==> config.mk <==
export PLATFORM = sky130hd
export DESIGN_NAME = flash_host_ctrl
export DESIGN_NICKNAME = d
export VERILOG_FILES = /design/src/flash_host_pkg.sv /design/src/flash_bus_cycle.sv /design/src/flash_host_ctrl.sv
export SDC_FILE = /design/constraint.sdc
export NUM_CORES = 1
export LEC_CHECK = 0
export BUFFER_PORTS_ARGS = -buffer_cell sky130_fd_sc_hd__buf_2
export CORE_ASPECT_RATIO = 0.9
export CORE_MARGIN = 4
export CORE_UTILIZATION = 35
export CTS_BUF_LIST = sky130_fd_sc_hd__clkbuf_16
export CTS_CLUSTER_SIZE = 16
export DETAILED_ROUTE_END_ITERATION = 8
export GPL_TIMING_DRIVEN = 0
export PLACE_DENSITY_LB_ADDON = 0.12
export SLEW_MARGIN = 20
export SYNTH_ARGS = -nofsm -noshare
export SYNTH_HDL_FRONTEND = slang
export SYNTH_SLANG_ARGS = --single-unit
export TNS_END_PERCENT = 10
==> constraint.sdc <==
create_clock -name core_clk -period 5.11 [get_ports core_clk]
set_input_delay 0.2555 -clock core_clk [delete_from_list [all_inputs] [get_ports core_clk]]
set_output_delay 0.2555 -clock core_clk [all_outputs]
set_load 0.1 [all_outputs]
==> src/flash_host_pkg.sv <==
// constants and types for the flash command host controller
//
// Contract
// erase is setup 20h then confirm D0h, both at an address in the block
// erase happens only with program supply high; host raises it via config
// after an accepted erase every read returns the status byte
// status bit 7 is machine ready; 1 idle or finished, 0 busy
// status bit 5 is erase fail flag
// B0h during erase suspends it; reads keep returning status
// suspended erase shows ready and suspend flag bit 6 both set
// while suspended, read-array and read-status commands are accepted
// D0h while suspended resumes erase, clearing suspend and ready flags
// program is 40h then address and data, latched on write enable rise
// while programming only read-status is accepted; reads give status
// status bit 4 is program fail flag
// status bit 3 is supply low flag
// status bits 2..0 are reserved; host masks them when polling
// host waits for ready before evaluating fail flags
// a non-confirm after erase setup sets both fail flags
// device samples supply once per entered sequence, not continuously
// erase or program at low supply sets the matching fail flag
// reset or supply drop during an operation halts the state machine; the device model halts only on reset going low, not on supply drop
// program verify only flags bits that failed to go 1 to 0
// boot block changes need unlock voltage, else matching fail flag
// host holds unlock voltage from before confirm until completion shows; here held only while busy, and resume is not polled
// fail flags stay set until clear-status 50h
// FFh returns the device to read-array mode
// status captured on later falling edge of output or chip enable
// supply, reset and unlock high levels are separate qualifier lines
`default_nettype none
package flash_host_pkg;
  // ************************************************************
  // registers
  // ************************************************************
  localparam logic [7:0] OFS_CTRL = 8'h00;
  localparam logic [7:0] OFS_ADDR = 8'h04;
  localparam logic [7:0] OFS_WDATA = 8'h08;
  localparam logic [7:0] OFS_CFG = 8'h0C;
  localparam logic [7:0] OFS_STAT = 8'h10;
  localparam int CFG_SUPPLY_BIT = 0;
  localparam int CFG_UNLOCK_BIT = 1;
  localparam int CFG_RUN_BIT = 2;
  localparam logic [2:0] CFG_RESET = 3'h4;
  localparam int STAT_BUSY_BIT = 0;
  localparam int STAT_DONE_BIT = 1;
  localparam int STAT_RESULT_LSB = 8;
  localparam int STAT_RDATA_LSB = 16;
  // ************************************************************
  // status byte fields
  // ************************************************************
  localparam int SB_READY = 7;
  localparam int SB_SUSPEND = 6;
  localparam int SB_ERASE_FAIL = 5;
  localparam int SB_PROG_FAIL = 4;
  localparam int SB_SUPPLY_LOW = 3;
  localparam logic [7:0] SB_KEEP_MASK = 8'hF8;
  // ************************************************************
  // device command codes
  // ************************************************************
  localparam logic [7:0] CMD_READ_ARRAY = 8'hFF;
  localparam logic [7:0] CMD_PROG_SETUP = 8'h40;
  localparam logic [7:0] CMD_READ_STATUS = 8'h70;
  localparam logic [7:0] CMD_CLEAR_STATUS = 8'h50;
  localparam logic [7:0] CMD_ERASE_SETUP = 8'h20;
  localparam logic [7:0] CMD_CONFIRM = 8'hD0;
  localparam logic [7:0] CMD_SUSPEND = 8'hB0;
  // ************************************************************
  // timing
  // ************************************************************
  localparam int CLK_PERIOD_NS = 10;
  localparam int T_WE_PULSE_NS = 40;
  localparam int T_READ_NS = 150;
  localparam int T_DATA_HOLD_NS = 10;
  localparam int T_HIGH_NS = 10;
  localparam int WE_CYC = (T_WE_PULSE_NS + CLK_PERIOD_NS - 1) / CLK_PERIOD_NS;
  localparam int READ_CYC = (T_READ_NS + CLK_PERIOD_NS - 1) / CLK_PERIOD_NS;
  localparam int HOLD_CYC = (T_DATA_HOLD_NS + CLK_PERIOD_NS - 1) / CLK_PERIOD_NS;
  localparam int HIGH_CYC = (T_HIGH_NS + CLK_PERIOD_NS - 1) / CLK_PERIOD_NS;
  // ************************************************************
  // types
  // ************************************************************
  typedef enum logic [3:0] {
    OP_NONE, OP_PROGRAM, OP_ERASE, OP_SUSPEND, OP_RESUME,
    OP_READ_ARRAY, OP_READ_STATUS, OP_CLEAR_STATUS
  } op_t;
  typedef enum {TAIL_NONE, TAIL_READ, TAIL_POLL} tail_t;
endpackage : flash_host_pkg
`default_nettype wire

==> src/flash_bus_cycle.sv <==
// one timed write or read cycle on the flash pins
`default_nettype none
module flash_bus_cycle
  import flash_host_pkg::*;
#(
  parameter int AW = 17
) (
  input wire logic core_clk,
  input wire logic rst,
  input wire logic clk_en,
  input wire logic start,
  input wire logic wr,
  input wire logic [AW-1:0] addr,
  input wire logic [7:0] wdata,
  output logic done,
  output logic [7:0] rdata,
  output logic [AW-1:0] flash_addr,
  output logic [7:0] flash_dq_o,
  input wire logic [7:0] flash_dq_i,
  output logic flash_dq_oe,
  output logic flash_ce_n,
  output logic flash_oe_n,
  output logic flash_we_n
);
  typedef enum {C_IDLE, C_SET, C_STB, C_HLD, C_REC} cyc_state_t;
  cyc_state_t st_q, st_d;
  logic [4:0] cnt_q, cnt_d;
  logic wr_q, wr_d, done_q, done_d, dqoe_q, dqoe_d, ce_n_q, ce_n_d;
  logic oe_n_q, oe_n_d, we_n_q, we_n_d;
  logic [AW-1:0] addr_q, addr_d;
  logic [7:0] dqo_q, dqo_d, rdata_q, rdata_d;

  always_comb begin
    st_d = st_q;
    cnt_d = cnt_q;
    wr_d = wr_q;
    done_d = 1'b0;
    dqoe_d = dqoe_q;
    ce_n_d = ce_n_q;
    oe_n_d = oe_n_q;
    we_n_d = we_n_q;
    addr_d = addr_q;
    dqo_d = dqo_q;
    rdata_d = rdata_q;
    case (st_q)
      C_IDLE: begin
        if (start) begin
          st_d = C_SET;
          wr_d = wr;
          addr_d = addr;
          dqo_d = wdata;
          dqoe_d = wr;
          ce_n_d = 1'b0;
        end
      end
      C_SET: begin
        st_d = C_STB;
        if (wr_q) begin
          we_n_d = 1'b0;
          cnt_d = 5'(WE_CYC - 1);
        end else begin
          oe_n_d = 1'b0;
          cnt_d = 5'(READ_CYC - 1);
        end
      end
      C_STB: begin
        if (cnt_q != 5'h00) begin
          cnt_d = cnt_q - 5'h01;
        end else begin
          st_d = C_HLD;
          cnt_d = 5'(HOLD_CYC - 1);
          // rising write enable latches
          we_n_d = 1'b1;
          // release strobe per read
          oe_n_d = 1'b1;
          if (!wr_q) begin
            rdata_d = flash_dq_i;
            ce_n_d = 1'b1;
          end
        end
      end
      C_HLD: begin
        if (cnt_q != 5'h00) begin
          cnt_d = cnt_q - 5'h01;
        end else begin
          st_d = C_REC;
          cnt_d = 5'(HIGH_CYC - 1);
          dqoe_d = 1'b0;
          ce_n_d = 1'b1;
        end
      end
      C_REC: begin
        if (cnt_q != 5'h00) begin
          cnt_d = cnt_q - 5'h01;
        end else begin
          st_d = C_IDLE;
          done_d = 1'b1;
        end
      end
      default: st_d = C_IDLE;
    endcase
  end

  always_ff @(posedge core_clk or posedge rst) begin
    if (rst) begin
      st_q <= C_IDLE;
      cnt_q <= 5'h00;
      wr_q <= 1'b0;
      done_q <= 1'b0;
      dqoe_q <= 1'b0;
      ce_n_q <= 1'b1;
      oe_n_q <= 1'b1;
      we_n_q <= 1'b1;
      addr_q <= '0;
      dqo_q <= 8'h00;
      rdata_q <= 8'h00;
    end else if (clk_en) begin
      st_q <= st_d;
      cnt_q <= cnt_d;
      wr_q <= wr_d;
      done_q <= done_d;
      dqoe_q <= dqoe_d;
      ce_n_q <= ce_n_d;
      oe_n_q <= oe_n_d;
      we_n_q <= we_n_d;
      addr_q <= addr_d;
      dqo_q <= dqo_d;
      rdata_q <= rdata_d;
    end
  end

  assign done = done_q;
  assign rdata = rdata_q;
  assign flash_addr = addr_q;
  assign flash_dq_o = dqo_q;
  assign flash_dq_oe = dqoe_q;
  assign flash_ce_n = ce_n_q;
  assign flash_oe_n = oe_n_q;
  assign flash_we_n = we_n_q;
endmodule : flash_bus_cycle
`default_nettype wire

==> src/flash_host_ctrl.sv <==
// apb-controlled host that sequences flash erase, program and status commands
//
// Chosen here: the register addresses and the APB register port.
`default_nettype none
module flash_host_ctrl
  import flash_host_pkg::*;
#(
  parameter int AW = 17
) (
  input wire logic core_clk,
  input wire logic rst,
  input wire logic clk_en,
  input wire logic [7:0] paddr,
  input wire logic psel,
  input wire logic penable,
  input wire logic pwrite,
  input wire logic [31:0] pwdata,
  output logic [31:0] prdata,
  output logic pready,
  output logic pslverr,
  output logic [AW-1:0] flash_addr,
  output logic [7:0] flash_dq_o,
  input wire logic [7:0] flash_dq_i,
  output logic flash_dq_oe,
  output logic flash_ce_n,
  output logic flash_oe_n,
  output logic flash_we_n,
  output logic reset_powerdown_n,
  output logic boot_unlock_voltage,
  output logic program_supply_high
);
  import flash_host_pkg::*;

  // ************************************************************
  // op decoding
  // ************************************************************
  function automatic logic [7:0] first_code(input op_t op);
    case (op)
      OP_PROGRAM: first_code = CMD_PROG_SETUP;
      OP_ERASE: first_code = CMD_ERASE_SETUP;
      OP_SUSPEND: first_code = CMD_SUSPEND;
      OP_RESUME: first_code = CMD_CONFIRM;
      OP_READ_STATUS: first_code = CMD_READ_STATUS;
      OP_CLEAR_STATUS: first_code = CMD_CLEAR_STATUS;
      default: first_code = CMD_READ_ARRAY;
    endcase
  endfunction : first_code

  function automatic tail_t op_tail(input op_t op);
    case (op)
      OP_PROGRAM, OP_ERASE, OP_SUSPEND: op_tail = TAIL_POLL;
      OP_READ_ARRAY, OP_READ_STATUS: op_tail = TAIL_READ;
      default: op_tail = TAIL_NONE;
    endcase
  endfunction : op_tail

  typedef enum {S_IDLE, S_FIRST, S_SECOND, S_READ, S_POLL} seq_state_t;
  seq_state_t st_q, st_d;
  op_t op_q, op_d, req_op;
  logic [AW-1:0] addr_q, addr_d;
  logic [7:0] wdata_q, wdata_d, result_q, result_d, rdata_q, rdata_d;
  logic [2:0] cfg_q, cfg_d;
  logic done_q, done_d, start_q, start_d, cwr_q, cwr_d;
  logic [7:0] cdata_q, cdata_d;
  logic pready_q, pready_d, pslverr_q, pslverr_d;
  logic [31:0] prdata_q, prdata_d;
  logic cyc_done, wr_take, access, mapped, busy;
  logic [7:0] cyc_rdata;

  flash_bus_cycle #(.AW(AW)) u_cycle (
    .core_clk(core_clk),
    .rst(rst),
    .clk_en(clk_en),
    .start(start_q),
    .wr(cwr_q),
    .addr(addr_q),
    .wdata(cdata_q),
    .done(cyc_done),
    .rdata(cyc_rdata),
    .flash_addr(flash_addr),
    .flash_dq_o(flash_dq_o),
    .flash_dq_i(flash_dq_i),
    .flash_dq_oe(flash_dq_oe),
    .flash_ce_n(flash_ce_n),
    .flash_oe_n(flash_oe_n),
    .flash_we_n(flash_we_n)
  );

  // ************************************************************
  // apb slave
  // ************************************************************
  assign busy = (st_q != S_IDLE);
  assign access = psel && penable && !pready_q;
  assign wr_take = psel && penable && pwrite && pready_q;
  assign mapped = (paddr == OFS_CTRL) || (paddr == OFS_ADDR) || (paddr == OFS_WDATA)
      || (paddr == OFS_CFG) || (paddr == OFS_STAT);
  assign req_op = op_t'(pwdata[3:0]);

  always_comb begin
    pready_d = access;
    pslverr_d = access && !mapped;
    prdata_d = 32'h0000_0000;
    if (access && !pwrite) begin
      case (paddr)
        OFS_CTRL: prdata_d = {28'h000_0000, op_q};
        OFS_ADDR: prdata_d = 32'(addr_q);
        OFS_WDATA: prdata_d = {24'h00_0000, wdata_q};
        OFS_CFG: prdata_d = {29'h0000_0000, cfg_q};
        OFS_STAT: begin
          prdata_d[STAT_BUSY_BIT] = busy;
          prdata_d[STAT_DONE_BIT] = done_q;
          prdata_d[STAT_RESULT_LSB +: 8] = result_q;
          prdata_d[STAT_RDATA_LSB +: 8] = rdata_q;
        end
        default: prdata_d = 32'h0000_0000;
      endcase
    end
  end

  // ************************************************************
  // command sequencer
  // ************************************************************
  always_comb begin
    st_d = st_q;
    op_d = op_q;
    addr_d = addr_q;
    wdata_d = wdata_q;
    cfg_d = cfg_q;
    result_d = result_q;
    rdata_d = rdata_q;
    done_d = done_q;
    start_d = 1'b0;
    cwr_d = cwr_q;
    cdata_d = cdata_q;
    // unlock and supply frozen while busy
    if (wr_take && !busy) begin
      case (paddr)
        OFS_ADDR: addr_d = pwdata[AW-1:0];
        OFS_WDATA: wdata_d = pwdata[7:0];
        OFS_CFG: cfg_d = pwdata[2:0];
        default: ;
      endcase
      if (paddr == OFS_CTRL && req_op != OP_NONE && pwdata[3:0] <= 4'h7) begin
        // setup code first
        op_d = req_op;
        st_d = S_FIRST;
        start_d = 1'b1;
        cwr_d = 1'b1;
        cdata_d = first_code(req_op);
        done_d = 1'b0;
      end
    end
    case (st_q)
      S_FIRST: begin
        if (cyc_done) begin
          start_d = 1'b1;
          if (op_q == OP_PROGRAM || op_q == OP_ERASE) begin
            st_d = S_SECOND;
            // confirm or data, same address
            cdata_d = (op_q == OP_PROGRAM) ? wdata_q : CMD_CONFIRM;
          end else if (op_tail(op_q) == TAIL_READ) begin
            st_d = S_READ;
            cwr_d = 1'b0;
          end else if (op_tail(op_q) == TAIL_POLL) begin
            st_d = S_POLL;
            cwr_d = 1'b0;
          end else begin
            start_d = 1'b0;
            st_d = S_IDLE;
            done_d = 1'b1;
          end
        end
      end
      S_SECOND: begin
        if (cyc_done) begin
          st_d = S_POLL;
          start_d = 1'b1;
          cwr_d = 1'b0;
        end
      end
      S_READ: begin
        if (cyc_done) begin
          rdata_d = cyc_rdata;
          if (op_q == OP_READ_STATUS) begin
            // reserved bits masked
            result_d = cyc_rdata & SB_KEEP_MASK;
          end
          st_d = S_IDLE;
          done_d = 1'b1;
        end
      end
      S_POLL: begin
        if (cyc_done) begin
          // flags kept only once ready
          if (cyc_rdata[SB_READY]) begin
            result_d = cyc_rdata & SB_KEEP_MASK;
            st_d = S_IDLE;
            done_d = 1'b1;
          end else begin
            // fresh read for each poll
            start_d = 1'b1;
          end
        end
      end
      default: ;
    endcase
  end

  always_ff @(posedge core_clk or posedge rst) begin
    if (rst) begin
      st_q <= S_IDLE;
      op_q <= OP_NONE;
      addr_q <= '0;
      wdata_q <= 8'h00;
      cfg_q <= CFG_RESET;
      result_q <= 8'h00;
      rdata_q <= 8'h00;
      done_q <= 1'b0;
      start_q <= 1'b0;
      cwr_q <= 1'b0;
      cdata_q <= 8'h00;
      pready_q <= 1'b0;
      pslverr_q <= 1'b0;
      prdata_q <= 32'h0000_0000;
    end else if (clk_en) begin
      st_q <= st_d;
      op_q <= op_d;
      addr_q <= addr_d;
      wdata_q <= wdata_d;
      cfg_q <= cfg_d;
      result_q <= result_d;
      rdata_q <= rdata_d;
      done_q <= done_d;
      start_q <= start_d;
      cwr_q <= cwr_d;
      cdata_q <= cdata_d;
      pready_q <= pready_d;
      pslverr_q <= pslverr_d;
      prdata_q <= prdata_d;
    end
  end

  assign prdata = prdata_q;
  assign pready = pready_q;
  assign pslverr = pslverr_q;
  // qualifier lines from config
  assign program_supply_high = cfg_q[CFG_SUPPLY_BIT];
  assign boot_unlock_voltage = cfg_q[CFG_UNLOCK_BIT];
  assign reset_powerdown_n = cfg_q[CFG_RUN_BIT];
endmodule : flash_host_ctrl
`default_nettype wire

**Word-level counts from Yosys, hierarchy flattened**

Index checks and enable logic that the tools add are counted.

- Bits in registers: 201

- Eq/ne operators: 37
- Magnitude comparators: 1
- Reduce and logical (&&, ||, !) cells: 45
- Add/subtract/negate cells: 1
- Bitwise operators: 2
- Multiplexer cells: 86

Operators with widths:

| kind | number |
|---|---|
| $mux W32 | 18 |
| $eq A32 B2 Y1 const B | 5 |
| $pmux W32 S5 | 1 |
| $pmux W32 S4 | 1 |
| $eq A32 B3 Y1 const B | 3 |
| $mux W8 | 10 |
| $eq A32 B1 Y1 const B | 2 |
| $pmux W8 S6 | 1 |
| $mux W1 | 35 |
| $logic_not A32 Y1 | 1 |
| $pmux W16 S2 | 1 |
| $reduce_bool A32 Y1 | 1 |
| $mux W24 | 1 |
| $pmux W6 S4 | 1 |
| $reduce_and A3 Y1 | 7 |
| $eq A4 B3 Y1 const B | 5 |
| $eq A4 B2 Y1 const B | 4 |
| $eq A8 B4 Y1 const B | 2 |
| $pmux W8 S2 | 1 |
| $reduce_and A4 Y1 | 4 |
| $pmux W5 S3 | 1 |
| $ne A2 B2 Y1 const B | 7 |
| $reduce_and A6 Y1 | 2 |
| $mux W5 | 2 |
| 24 further kinds | 56 |

**Longest topological paths before layout**

Gate-level depths: netlist (run 1).

- Depth after elaboration: 17
- Gate-level depth with buffers: 10
- Mapped depth without buffers: 9

**By module**

From an unflattened synthesis (run 1), not the netlist that was laid out.

- Cell total of the unflattened synthesis: 585
- Area, all modules: 7179.4 um2

Modules (own cells, without submodules):

| module | area each (um2) | seq. area each (um2) | cells an instance | times used |
|---|---|---|---|---|
| flash_host_ctrl | 5106.1 | 2854.0 | 425 | 1 |
| flash_bus_cycle | 2073.2 | 1179.9 | 160 | 1 |

**Worst setup path before layout (run 1)**

OpenSTA, ideal clock, no wires.

- Path kind: register to register
- From: register pready_q (netlist: pready)
- To: register addr_q[0]
- Library setup time: 125 ps
- Data arrival time: 2257 ps
- Setup slack: 2728 ps
- Cell stages (with the launch flop): 7
- Clock period less this slack: 2382 ps
- Cells stage by stage: dfrtp_1 and4_1 nand3_1 nor4_4 nand2_4 buf_6 mux2_4

- Cells in the longest elaborated chain, start to end: 3

Ends and longest elaborated chain:

| element | line | source |
|---|---|---|
| start: declaration | flash_host_ctrl.sv:65 | `logic pready_q, pready_d, pslverr_q, pslverr_d;` |
| start signal: assignment | flash_host_ctrl.sv:237 | `pready_q <= pready_d;` |
| $logic_and A1 B1 Y1 | flash_host_ctrl.sv:94 | `assign wr_take = psel && penable && pwrite && pready_q;` |
| $logic_and A1 B1 Y1 | flash_host_ctrl.sv:136 | `if (wr_take && !busy) begin` |
| $reduce_and A3 Y1 (no line) | - |  |
| end signal: assignment | flash_host_ctrl.sv:228 | `addr_q <= addr_d;` |
| end: declaration | flash_host_ctrl.sv:60 | `logic [AW-1:0] addr_q, addr_d;` |

Every way passes these cells.
A chain may end at the register's enable or synchronous reset.

**Final worst setup path (run 1)**

- From: register u_cycle.cnt_q[0]
- To: register u_cycle.rdata_q[1] (netlist: u_cycle.rdata[1])

- Cells in the longest elaborated chain, start to end: 3

Ends and longest elaborated chain:

| element | line | source |
|---|---|---|
| start: declaration | flash_bus_cycle.sv:27 | `logic [4:0] cnt_q, cnt_d;` |
| start signal: assignment | flash_bus_cycle.sv:119 | `cnt_q <= cnt_d;` |
| $reduce_bool A5 Y1 | flash_bus_cycle.sv:67 | `if (cnt_q != 5'h00) begin` |
| $not A1 Y1 (no line) | - |  |
| $reduce_and A4 Y1 (no line) | - |  |
| end signal: assignment | flash_bus_cycle.sv:128 | `rdata_q <= rdata_d;` |
| end: declaration | flash_bus_cycle.sv:31 | `logic [7:0] dqo_q, dqo_d, rdata_q, rdata_d;` |

Every way passes these cells.

==> results.md, run 1 <==
Clock network:
- Counting the buffers created by CTS gives 17.
- The number of resized instances in the post-cts repair step is 0.
- The CTS sink count is 161.
- In this run the deepest clock path goes through 2 buffers.
- TritonCTS built the clock tree.
- The later pin in the worst-skew pair is clocked with a latency of 0.43 ns.
- The clock-pin transition on the worst setup and hold timing paths is 0.07 ns.
- The level count of the clock H-tree is 4.
- The clock root buffer is sky130_fd_sc_hd__clkbuf_16.

Setup path:
- The destination of the worst register-to-register timing path is u_cycle.rdata[1]$_DFFE_PP0P_.
- The origin of the critical flop-to-flop path is u_cycle.cnt_q[0]$_DFFE_PP0P_.
- Of all nets on the critical path, the largest fanout is 8.
- The required time at the endpoint of the critical path is 5.42 ns.
- The critical path launch point is u_cycle.cnt_q[0]$_DFFE_PP0P_.
- For the worst setup path, the data arrival time is 2.85 ns.
- The worst setup path endpoint is u_cycle.rdata[1]$_DFFE_PP0P_.
- The critical setup path kind is flop to flop.
- The critical path goes through inv_1 -> ha_1 -> nor4b_2 -> nand3_1 -> or3_1 -> clkbuf_1 -> mux2_2.
- The number of cells on the worst reg-to-reg path is 7.
- Among all stages on the critical path, the largest delay is contributed by sky130_fd_sc_hd__nor4b_2.
- STA classifies the critical path startpoint as a flop.
- For this run, the slowest stage of the critical path takes 0.56 ns.
- Setup slack on the worst reg-to-reg path comes out at 2.58 ns.
- The element type at the critical path end is a flop.

STA:
- For the final routed database, the setup TNS stands at 0 ns.
- Dividing the final minimum period by the clock period gives 0.4958.
- Across all setup checks in the final design, the least slack found is 2.576 ns.
- The max-slew violation count was 0.
- The clock arrives with 0.009333 ns of skew.
- The worst-margin pin slew is 0.8664 ns.
- The final-report hold violation count came to 0.
- The number of setup violations in the final report is 0.
- Setup repair after global routing left no endpoint under its margin.
- The relative max-transition margin is 0.4224.
- The clock period could shrink to 2.534 ns.
- Based on the critical path, the design can be clocked at up to 394.7 MHz.

Power and ir drop:
- The power density relative to cell area is 314.2 nW/um^2.
- The static power due to leakage is 4.271 nW.
- The peak ir drop on the vdd network is 0.1946 mV.

Route:
- The post-route met1 wirelength is 8173 um.
- The highest metal layer carrying signal wires in the routed design is met4.
- In the routed design, unresolved DRC markers number 0.
- Dividing the detail-routed wire length by the instance count gives 17.99 um.
- The final antenna-violating net count is 0.
- In the detailed route, the total length drawn on met2 is 8341 um.
- The number of vias after detailed routing is 4917.
- The number of optimization iterations in the first detailed-route pass is 5.
- In this run, the number of DRC markers left after iteration 0 of detailed routing was 323.
- Summed over all layers, the routed wires come to 17450 um.
- After detailed routing, the met3 layer carries 684 um of wire.
- After detailed routing, the number of vias per cell comes to 5.069.

Cells and area:
- The count of nets after finishing is 760.
- The non-filler instance count after layout is 970.
- After filler insertion, the fill cell instance count of the layout stands at 1920.
- With fillers left out, the area of the finished cells amounts to 8488 sq um.
- In the final layout, the share of cells above drive strength 1 is 0.3357.
- Leaving out fill and tap cells, the most frequent cell in the layout is sky130_fd_sc_hd__dfrtp_1.
- In the layout the commonest cells are sky130_fd_sc_hd__dfrtp_1, sky130_fd_sc_hd__buf_2, sky130_fd_sc_hd__mux2_2.
- From synthesis to final layout, the design area changed by 19.25%.
- The number of diodes added for antenna fixing is 0.

Placement:
- The number of I/O port buffers is 92.
- The routability-driven placement congestion ratio is 0.8999.
- The worst slack at placement is 2.591 ns.
- In this run, placement finished with an instance count of 937.
- The HPWL after detailed placement is 12580 um.
- The post-place instance area is 7959 sq um.

Global routing:
- The largest net degree at the start of global routing is 89.
- The via count of the first global-routing pass is 5032.
- Global routing finished with a remaining overflow of 0.
- The number of antenna violations at the first check in global routing came to 0.
- The first global-routing pass estimated 27970 um of wire.
- In the global route stage, overall resource usage came out at 0.1600.

Logic synthesis:
- The most used flip-flop cell after synthesis is sky130_fd_sc_hd__dfrtp_1.
- The fraction of registers with async set or reset after synthesis is 1.000.
- After synthesis the cells add up to 7118 sq um.
- After technology mapping, the gate count stands at 582.
- After synthesis, the mean cell area works out to 12.23 sq um.
- The synthesis warning total is 0.
- The count of flip-flops with a built-in enable after synthesis is 0.
- The portion of the post-synthesis area used by sequential elements is 0.5667.
- The number of synthesized register bits is 161.
- The synthesized netlist contains 67 unique library cells.

Min path:
- The class of the most critical hold timing path is primary input to flop.

Floorplanning:
- The standard-cell row count is 49.
- In this run the count of I/O pins placed on the die edge is 120.
- The area inside the core boundary is 19990 sq um.
- From bottom edge to top edge, the die measures 143.3 um.
- The area of the die is 22690 sq um.
- Measured along the x axis, the die boundary spans 158.3 um.
- The initial core utilization is 0.3561.

Run:
- The max capacitance violation total is 0.

Run status:
- The flow ran to the end, and the final reports show no timing, DRC or antenna violations.
## worst min-delay path by stage
stage,from,end,slack [ns],depth (start not counted)
2_1_floorplan,pwdata[16],addr_q[16]$_DFFE_PP0P_,0.40,1
3_3_place_gp,st_q[24]$_DFFE_PP0P_,st_q[24]$_DFFE_PP0P_,0.44,1
3_5_place_dp,rst,u_cycle.rdata[1]$_DFFE_PP0P_,0.41,2
4_1_cts,pwdata[8],addr_q[8]$_DFFE_PP0P_,0.04,2
5_1_grt,flash_dq_i[3],u_cycle.rdata[3]$_DFFE_PP0P_,0.04,2
6_report,flash_dq_i[3],u_cycle.rdata[3]$_DFFE_PP0P_,0.06,2
## Yosys cell counts, drive strengths merged (5+ instances only)
library cell / n / area, sq um
a21boi: 5 / 37.54
nor2: 27 / 103.9
o21ai: 22 / 110.1
nor3: 11 / 60.06
mux2: 76 / 893.4
nor3b: 6 / 45.04
dfrtp: 157 / 3929
nand4: 8 / 56.30
clkbuf: 45 / 168.9
a221o: 7 / 70.07
nor2b: 12 / 75.07
o2bb2ai: 11 / 96.34
a22o: 11 / 96.34
nand2: 24 / 105.1
a21oi: 13 / 65.06
and2: 6 / 37.54
buf: 18 / 120.1
nor4: 15 / 191.4
a2bb2oi: 5 / 43.79
a211o: 5 / 43.79
nand3: 14 / 70.07
a22oi: 5 / 37.54
inv: 17 / 63.81
## registers in the layout, indices dropped and copies added, names as in the netlist, 4 cells and up
name	flops
result_q	5
u_cycle.flash_dq_o	8
prdata	24
rdata_q	8
u_cycle.rdata	8
u_cycle.flash_addr	17
op_q	4
wdata_q	8
addr_q	17
st_q	32
cdata_q	8
u_cycle.cnt_q	5
## per-layer routing
metal / GRT usage / vias up
met3: 0.03523 / 15
met1: 0.2243 / 2477
li1: - / 2316
met2: 0.2506 / 109
met5: 0 / -
met4: 0.04713 / 0
## power by group
group | internal (mW) | leakage (nW) | total, mW | switching [mW]
registers | 1.30 | 2.21 | 1.32 | 0.0255
logic | 0.0649 | 1.81 | 0.211 | 0.146
clock network | 0.613 | 0.247 | 1.13 | 0.520
total | 1.97 | 4.27 | 2.67 | 0.692
## layout make-up
cell class | count | area (sq um) | area share
Inverter | 17 | 71.32 | 0.008402
Clock buffer | 17 | 425.4 | 0.05012
Sequential cell | 161 | 4034 | 0.4752
Multi-Input combinational cell | 348 | 2758 | 0.3249
Clock inverter | 15 | 93.84 | 0.01106
Buffer | 63 | 289.0 | 0.03405
Tap cell | 255 | 319.1 | 0.03759
Timing Repair Buffer | 94 | 498.0 | 0.05867
## worst max-delay path: cells and delay by family (launching register included)
family	cells	cell delay [ns]
adders and majority gates	1	0.22
buffers and inverters	2	0.36
DFF	1	0.39
muxes	1	0.34
and+or+nand+nor	3	1.11
## cell families (layout without fill, tap and decap cells)
logic type,after synthesis,after routing,share of synthesized area
DFF,161,161,0.5667
and+or+nand+nor,148,148,0.1332
AOI/OAI and AO/OA,103,103,0.1056
muxes,80,80,0.1311
buffers and inverters,80,206,0.04957
xor gates and xnor gates,5,5,0.006153
adders and majority gates,4,4,0.007031
other,1,8,0.0005268
## what timing repair did
item | in CTS | in global routing
hold buffers | 1 | 0
hold endpoints to repair | 86 | 0
setup buffers | 0 | 0
## stage by stage
step	power (mW)	utilization	hold slack (ns)
finish	2.667	0.4247	0.05932
global route	2.790	0.4247	0.04222
CTS	2.701	0.4247	0.04138
detailed placement	1.556	0.3982	0.4065
global placement	1.544	0.3965	0.4409
floorplan	1.492	-	0.4040
(Power assumes the default switching activity.)
==> run 2, diff against run 1 <==
Settings changed: ABC_AREA set to 1.
Clock period 5.11 ns to 2.4 ns, I/O delays scaled along.
==> run 2 against run 1 <==
  * Final cell count grew 31%
  * Via count grew 23%
  * Largest cell class unchanged
  * Setup slack lost 2.3 ns
  * Combinational power grew to 13 times the previous value
  * Core utilization grew 2.1 points
  * Synthesized cell count grew 47%
  * Register-to-register slack lost 2.3 ns
  * Critical path depth grew 3
  * Global-route usage grew 1.1 points
  * Worst hold slack gained 0.026 ns
  * Synthesized area grew 2.7%
==> results.md, run 2 <==
Global routing:
- The largest net degree at the start of global routing is 33 (-63%).
- The number of antenna violations at the first check in global routing was 0 (unchanged).
- The wire length of the first global-routing pass is 32040 um (+15%).
- The global-route usage over all layers came to 0.1707 (+0.01072).
- The via count of the first global-routing pass is 5954 (+18%).
- The leftover overflow at the end of global routing is 0 (unchanged).

Setup path:
- The data arrival time of the critical path was 2.44 ns (-0.41 ns).
- The cell family contributing the most delay on the critical path is simple AND/OR/NAND/NOR gates.
- The required time at the endpoint of the critical path came to 2.70 ns (-2.72 ns).
- By startpoint and endpoint, the worst setup path is classified as flop to flop.
- Traced cell by cell, the critical path runs through inv_1 -> ha_1 -> nand2_1 -> nor2_1 -> nand2_1 -> inv_1 -> nand4_1 -> clkbuf_1 -> nor2_1 -> a21oi_1.
- STA classifies the critical path startpoint as a flop.
- The largest fanout on the critical path is 10 (+2).
- The critical-path cell with the highest stage delay is sky130_fd_sc_hd__clkbuf_1.
- The buffer and inverter count on the worst path is 3 (+1).
- The element type at the critical path end is a flop.
- The delay of the slowest critical-path stage is 0.39 ns (-0.17 ns).

Placement:
- The post-place instance area is 8235 sq um (+3.5%).
- The HPWL after detailed placement was 14160 um (+13%).
- The worst slack at placement is 0.1015 ns (-2.489 ns).
- The number of I/O port buffers was 95 (+3.3%).
- The post-placement cell count is 1218 (+30%).
- The routability-driven placement congestion ratio is 0.8371 (-7.0%).

Floorplanning:
- The chip width came to 160.3 um (+1.3%).
- The initial core utilization is 0.3613 (+0.005207).
- The area of the die was 23270 sq um (+2.6%).
- The area inside the core boundary is 20230 sq um (+1.2%).
- The height of the die is 145.1 um (+1.3%).
- The total I/O pin count is 120 (unchanged).
- The standard-cell row count is 49 (unchanged).

Cells and area:
- The number of flip-flops under the largest register name is 32 (unchanged).
- The area taken by flip-flops and latches came to 4034 sq um (unchanged).
- The fraction of layout instances using a drive strength above 1 came to 0.1909 (-0.1447).
- The count of nets after finishing is 1062 (+40%).
- The number of fill cells is 2036 (+6.0%).
- The top cell types in the final layout, fill and taps aside, are sky130_fd_sc_hd__nand2_1, sky130_fd_sc_hd__dfrtp_1, sky130_fd_sc_hd__buf_2.
- The non-filler instance count after layout came to 1271 (+31%).
- The number of diodes added for antenna fixing came to 0 (unchanged).
- The final design area excluding fillers is 9012 sq um (+6.2%).
- Ranked by flip-flop count, first place goes to st_q.
- The area growth from synthesis to layout is 23.28%.
- The area taken by multi-input logic gates came to 2655 sq um (-3.7%).
- The utilization after layout is 0.4455 (+0.02076).
- The commonest non-fill, non-tap cell in the layout is sky130_fd_sc_hd__nand2_1.

Clock network:
- The clock-pin transition on the worst setup and hold timing paths is 0.07 ns (about the same).
- The CTS sink count was 161 (unchanged).
- The level count of the clock H-tree came to 4 (unchanged).
- The number of setup buffers added after CTS is 0 (unchanged).
- The clock root buffer is sky130_fd_sc_hd__clkbuf_16.
- TritonCTS built the clock tree.
- The buffer levels on the longest clock path is 2 (unchanged).
- The number of clock buffers inserted by TritonCTS is 17 (unchanged).
- The later-pin clock latency in the skew report is 0.43 ns (about the same).

STA:
- The worst hold-check slack is 0.08496 ns (+0.02564 ns).
- Setup repair after global routing left no endpoint under its margin.
- The max-slew violation count came to 0 (unchanged).
- The number of setup violations in the final report is 0 (unchanged).
- The worst clock skew on the final layout is 0.009064 ns (-0.0002689 ns).
- The final-report hold violation count is 0 (unchanged).
- The highest achievable clock rate came to 466.4 MHz (+18%).
- The final critical path time including I/O delays and setup was 2.144 ns (-0.3892 ns).
- The worst-case setup margin in the final layout came to 0.2557 ns (-2.321 ns).
- The relative max-transition margin is 0.2642 (-0.1582).
- The ratio of final minimum period to clock period came to 0.8935 (+0.3977).
- The worst-margin pin slew is 1.094 ns (+0.2272 ns).

Run status:
- The flow ran to the end, and the final reports show no timing, DRC or antenna violations.

Power and ir drop:
- The fraction of power spent switching nets is 0.4019 (+0.1424).
- The clock network fraction of total power was 0.301 (-0.124).
- The net switching power is 3.490 mW (+400%).
- The combinational share of power is 0.311 (+0.232).
- The static power due to leakage is 4.692 nW (+9.9%).
- The peak ir drop on the vdd network is 0.3842 mV (+97%).
- The internal power consumption is 5.193 mW (+160%).
- The share of total power in sequential cells was 0.388 (-0.108).
- The power density relative to cell area was 963.5 nW/um^2 (+210%).

Logic synthesis:
- The commonest cells after synthesis are sky130_fd_sc_hd__nand2_1, sky130_fd_sc_hd__dfrtp_1, sky130_fd_sc_hd__inv_1.
- The cell area after synthesis was 7311 sq um (+2.7%).
- The area fraction of the dominant cell type after synthesis is 0.5374 (-0.01455).
- The per-instance average area after synthesis was 8.541 sq um (-30%).
- The synthesis warning total was 0 (unchanged).
- The number of cells produced by synthesis is 856 (+47%).
- The number of synthesized register bits is 161 (unchanged).
- In the post-synthesis netlist, the biggest area contributors are sky130_fd_sc_hd__dfrtp_1, sky130_fd_sc_hd__nand2_1, sky130_fd_sc_hd__inv_1.
- By instance count, the leading cell after synthesis is sky130_fd_sc_hd__nand2_1.
- The count of flip-flops with a built-in enable after synthesis is 0 (unchanged).
- The fraction of registers with async set or reset after synthesis is 1.000 (unchanged).
- The portion of the post-synthesis area used by sequential elements is 0.5518 (-0.01494).
- The largest total area in the synthesized netlist belongs to sky130_fd_sc_hd__dfrtp_1.
- The number of distinct library cells after synthesis is 46 (-31%).
- The most used flip-flop cell after synthesis is sky130_fd_sc_hd__dfrtp_1.

Route:
- The via-per-instance ratio is 4.743 (-6.4%).
- The number of vias after detailed routing came to 6028 (+23%).
- The routed length per placed instance is 15.25 um (-15%).
- The number of violations reported at the end of detailed-routing iteration 0 is 432 (+34%).
- The number of optimization iterations in the first detailed-route pass is 6 (+1).
- The final antenna-violating net count was 0 (unchanged).
- The DRC violation count after routing came to 0 (unchanged).
- The final wirelength is 19390 um (+11%).

Min path:
- The class of the most critical hold timing path is primary input to flop.

Run:
- The max capacitance violation total is 0 (unchanged).
run 2: worst min-delay path, delay by kind of cell:
kind                   cells  cell delay (ns)
buffers and inverters      2             0.17
and+or+nand+nor            3             0.19
run 2: final cells by class:
cell class / instances / share of cell area
multi-input cells: 547 / 0.2946
clock buffers: 17 / 0.04720
plain buffers: 60 / 0.03179
well taps: 255 / 0.03540
repair buffers: 122 / 0.08830
clock inverters: 14 / 0.01458
inverters: 95 / 0.04054
flip-flops and latches: 161 / 0.4476
run 2: repair_timing:
item                                   4_1_cts  5_1_grt
resized for setup                            0        0
hold buffers                                22        0
endpoints found under the hold margin       46        0
run 2: final timing paths:
check	startpoint	to	slack [ns]	cells after the start
min	penable	pready$_DFFE_PP0P_	0.08	5
max	u_cycle.cnt_q[0]$_DFFE_PP0P_	u_cycle.rdata[0]$_DFFE_PP0P_	0.26	10
max reg2reg	u_cycle.cnt_q[0]$_DFFE_PP0P_	u_cycle.rdata[0]$_DFFE_PP0P_	0.26	10
max in group asynchronous	rst	cfg_q[2]$_DFFE_PP1P_	1.21	5
min in group asynchronous	rst	st_q[8]$_DFFE_PP0P_	0.31	3
min reg2reg	st_q[30]$_DFFE_PP0P_	st_q[30]$_DFFE_PP0P_	0.46	1
run 2: power by group through the flow:
| stage | Combinational [mW] | Clock [mW] | Sequential (mW) |
|---|---|---|---|
| final | 2.70 | 2.61 | 3.37 |
| after floorplan | 1.16 | 0 | 4.40 |
| after detailed placement | 2.69 | 0 | 3.41 |
| after CTS | 2.72 | 2.67 | 3.37 |
| after global placement | 2.66 | 0 | 3.41 |
| after global routing | 2.97 | 2.79 | 3.42 |
run 2: cells by family (layout without fill, tap and decap cells):
family          count (synthesis)  in the layout  synth area share
simple gates                  373            373            0.2215
flops                         161            161            0.5518
compound gates                159            159            0.1268
buf+inv                       155            308           0.08865
fa+ha+maj                       4              4          0.006846
xor+xnor                        2              2          0.002396
other cells                     1              8         0.0005129
mux                             1              1          0.001540
run 2: metal layers:
metal | share of wire | GRT usage
met3 | 0.043 | 0.03318
met5 | 0 | 0
met2 | 0.44 | 0.2610
met4 | 0.0091 | 0.04129
met1 | 0.51 | 0.2511
run 2: per-stage QoR:
stage          TNS (ns)  power [mW]
2_1_floorplan         0       5.553
3_3_place_gp    -149.72       6.069
3_5_place_dp          0       6.107
4_1_cts               0       8.766
5_1_grt               0       9.172
6_report              0       8.683
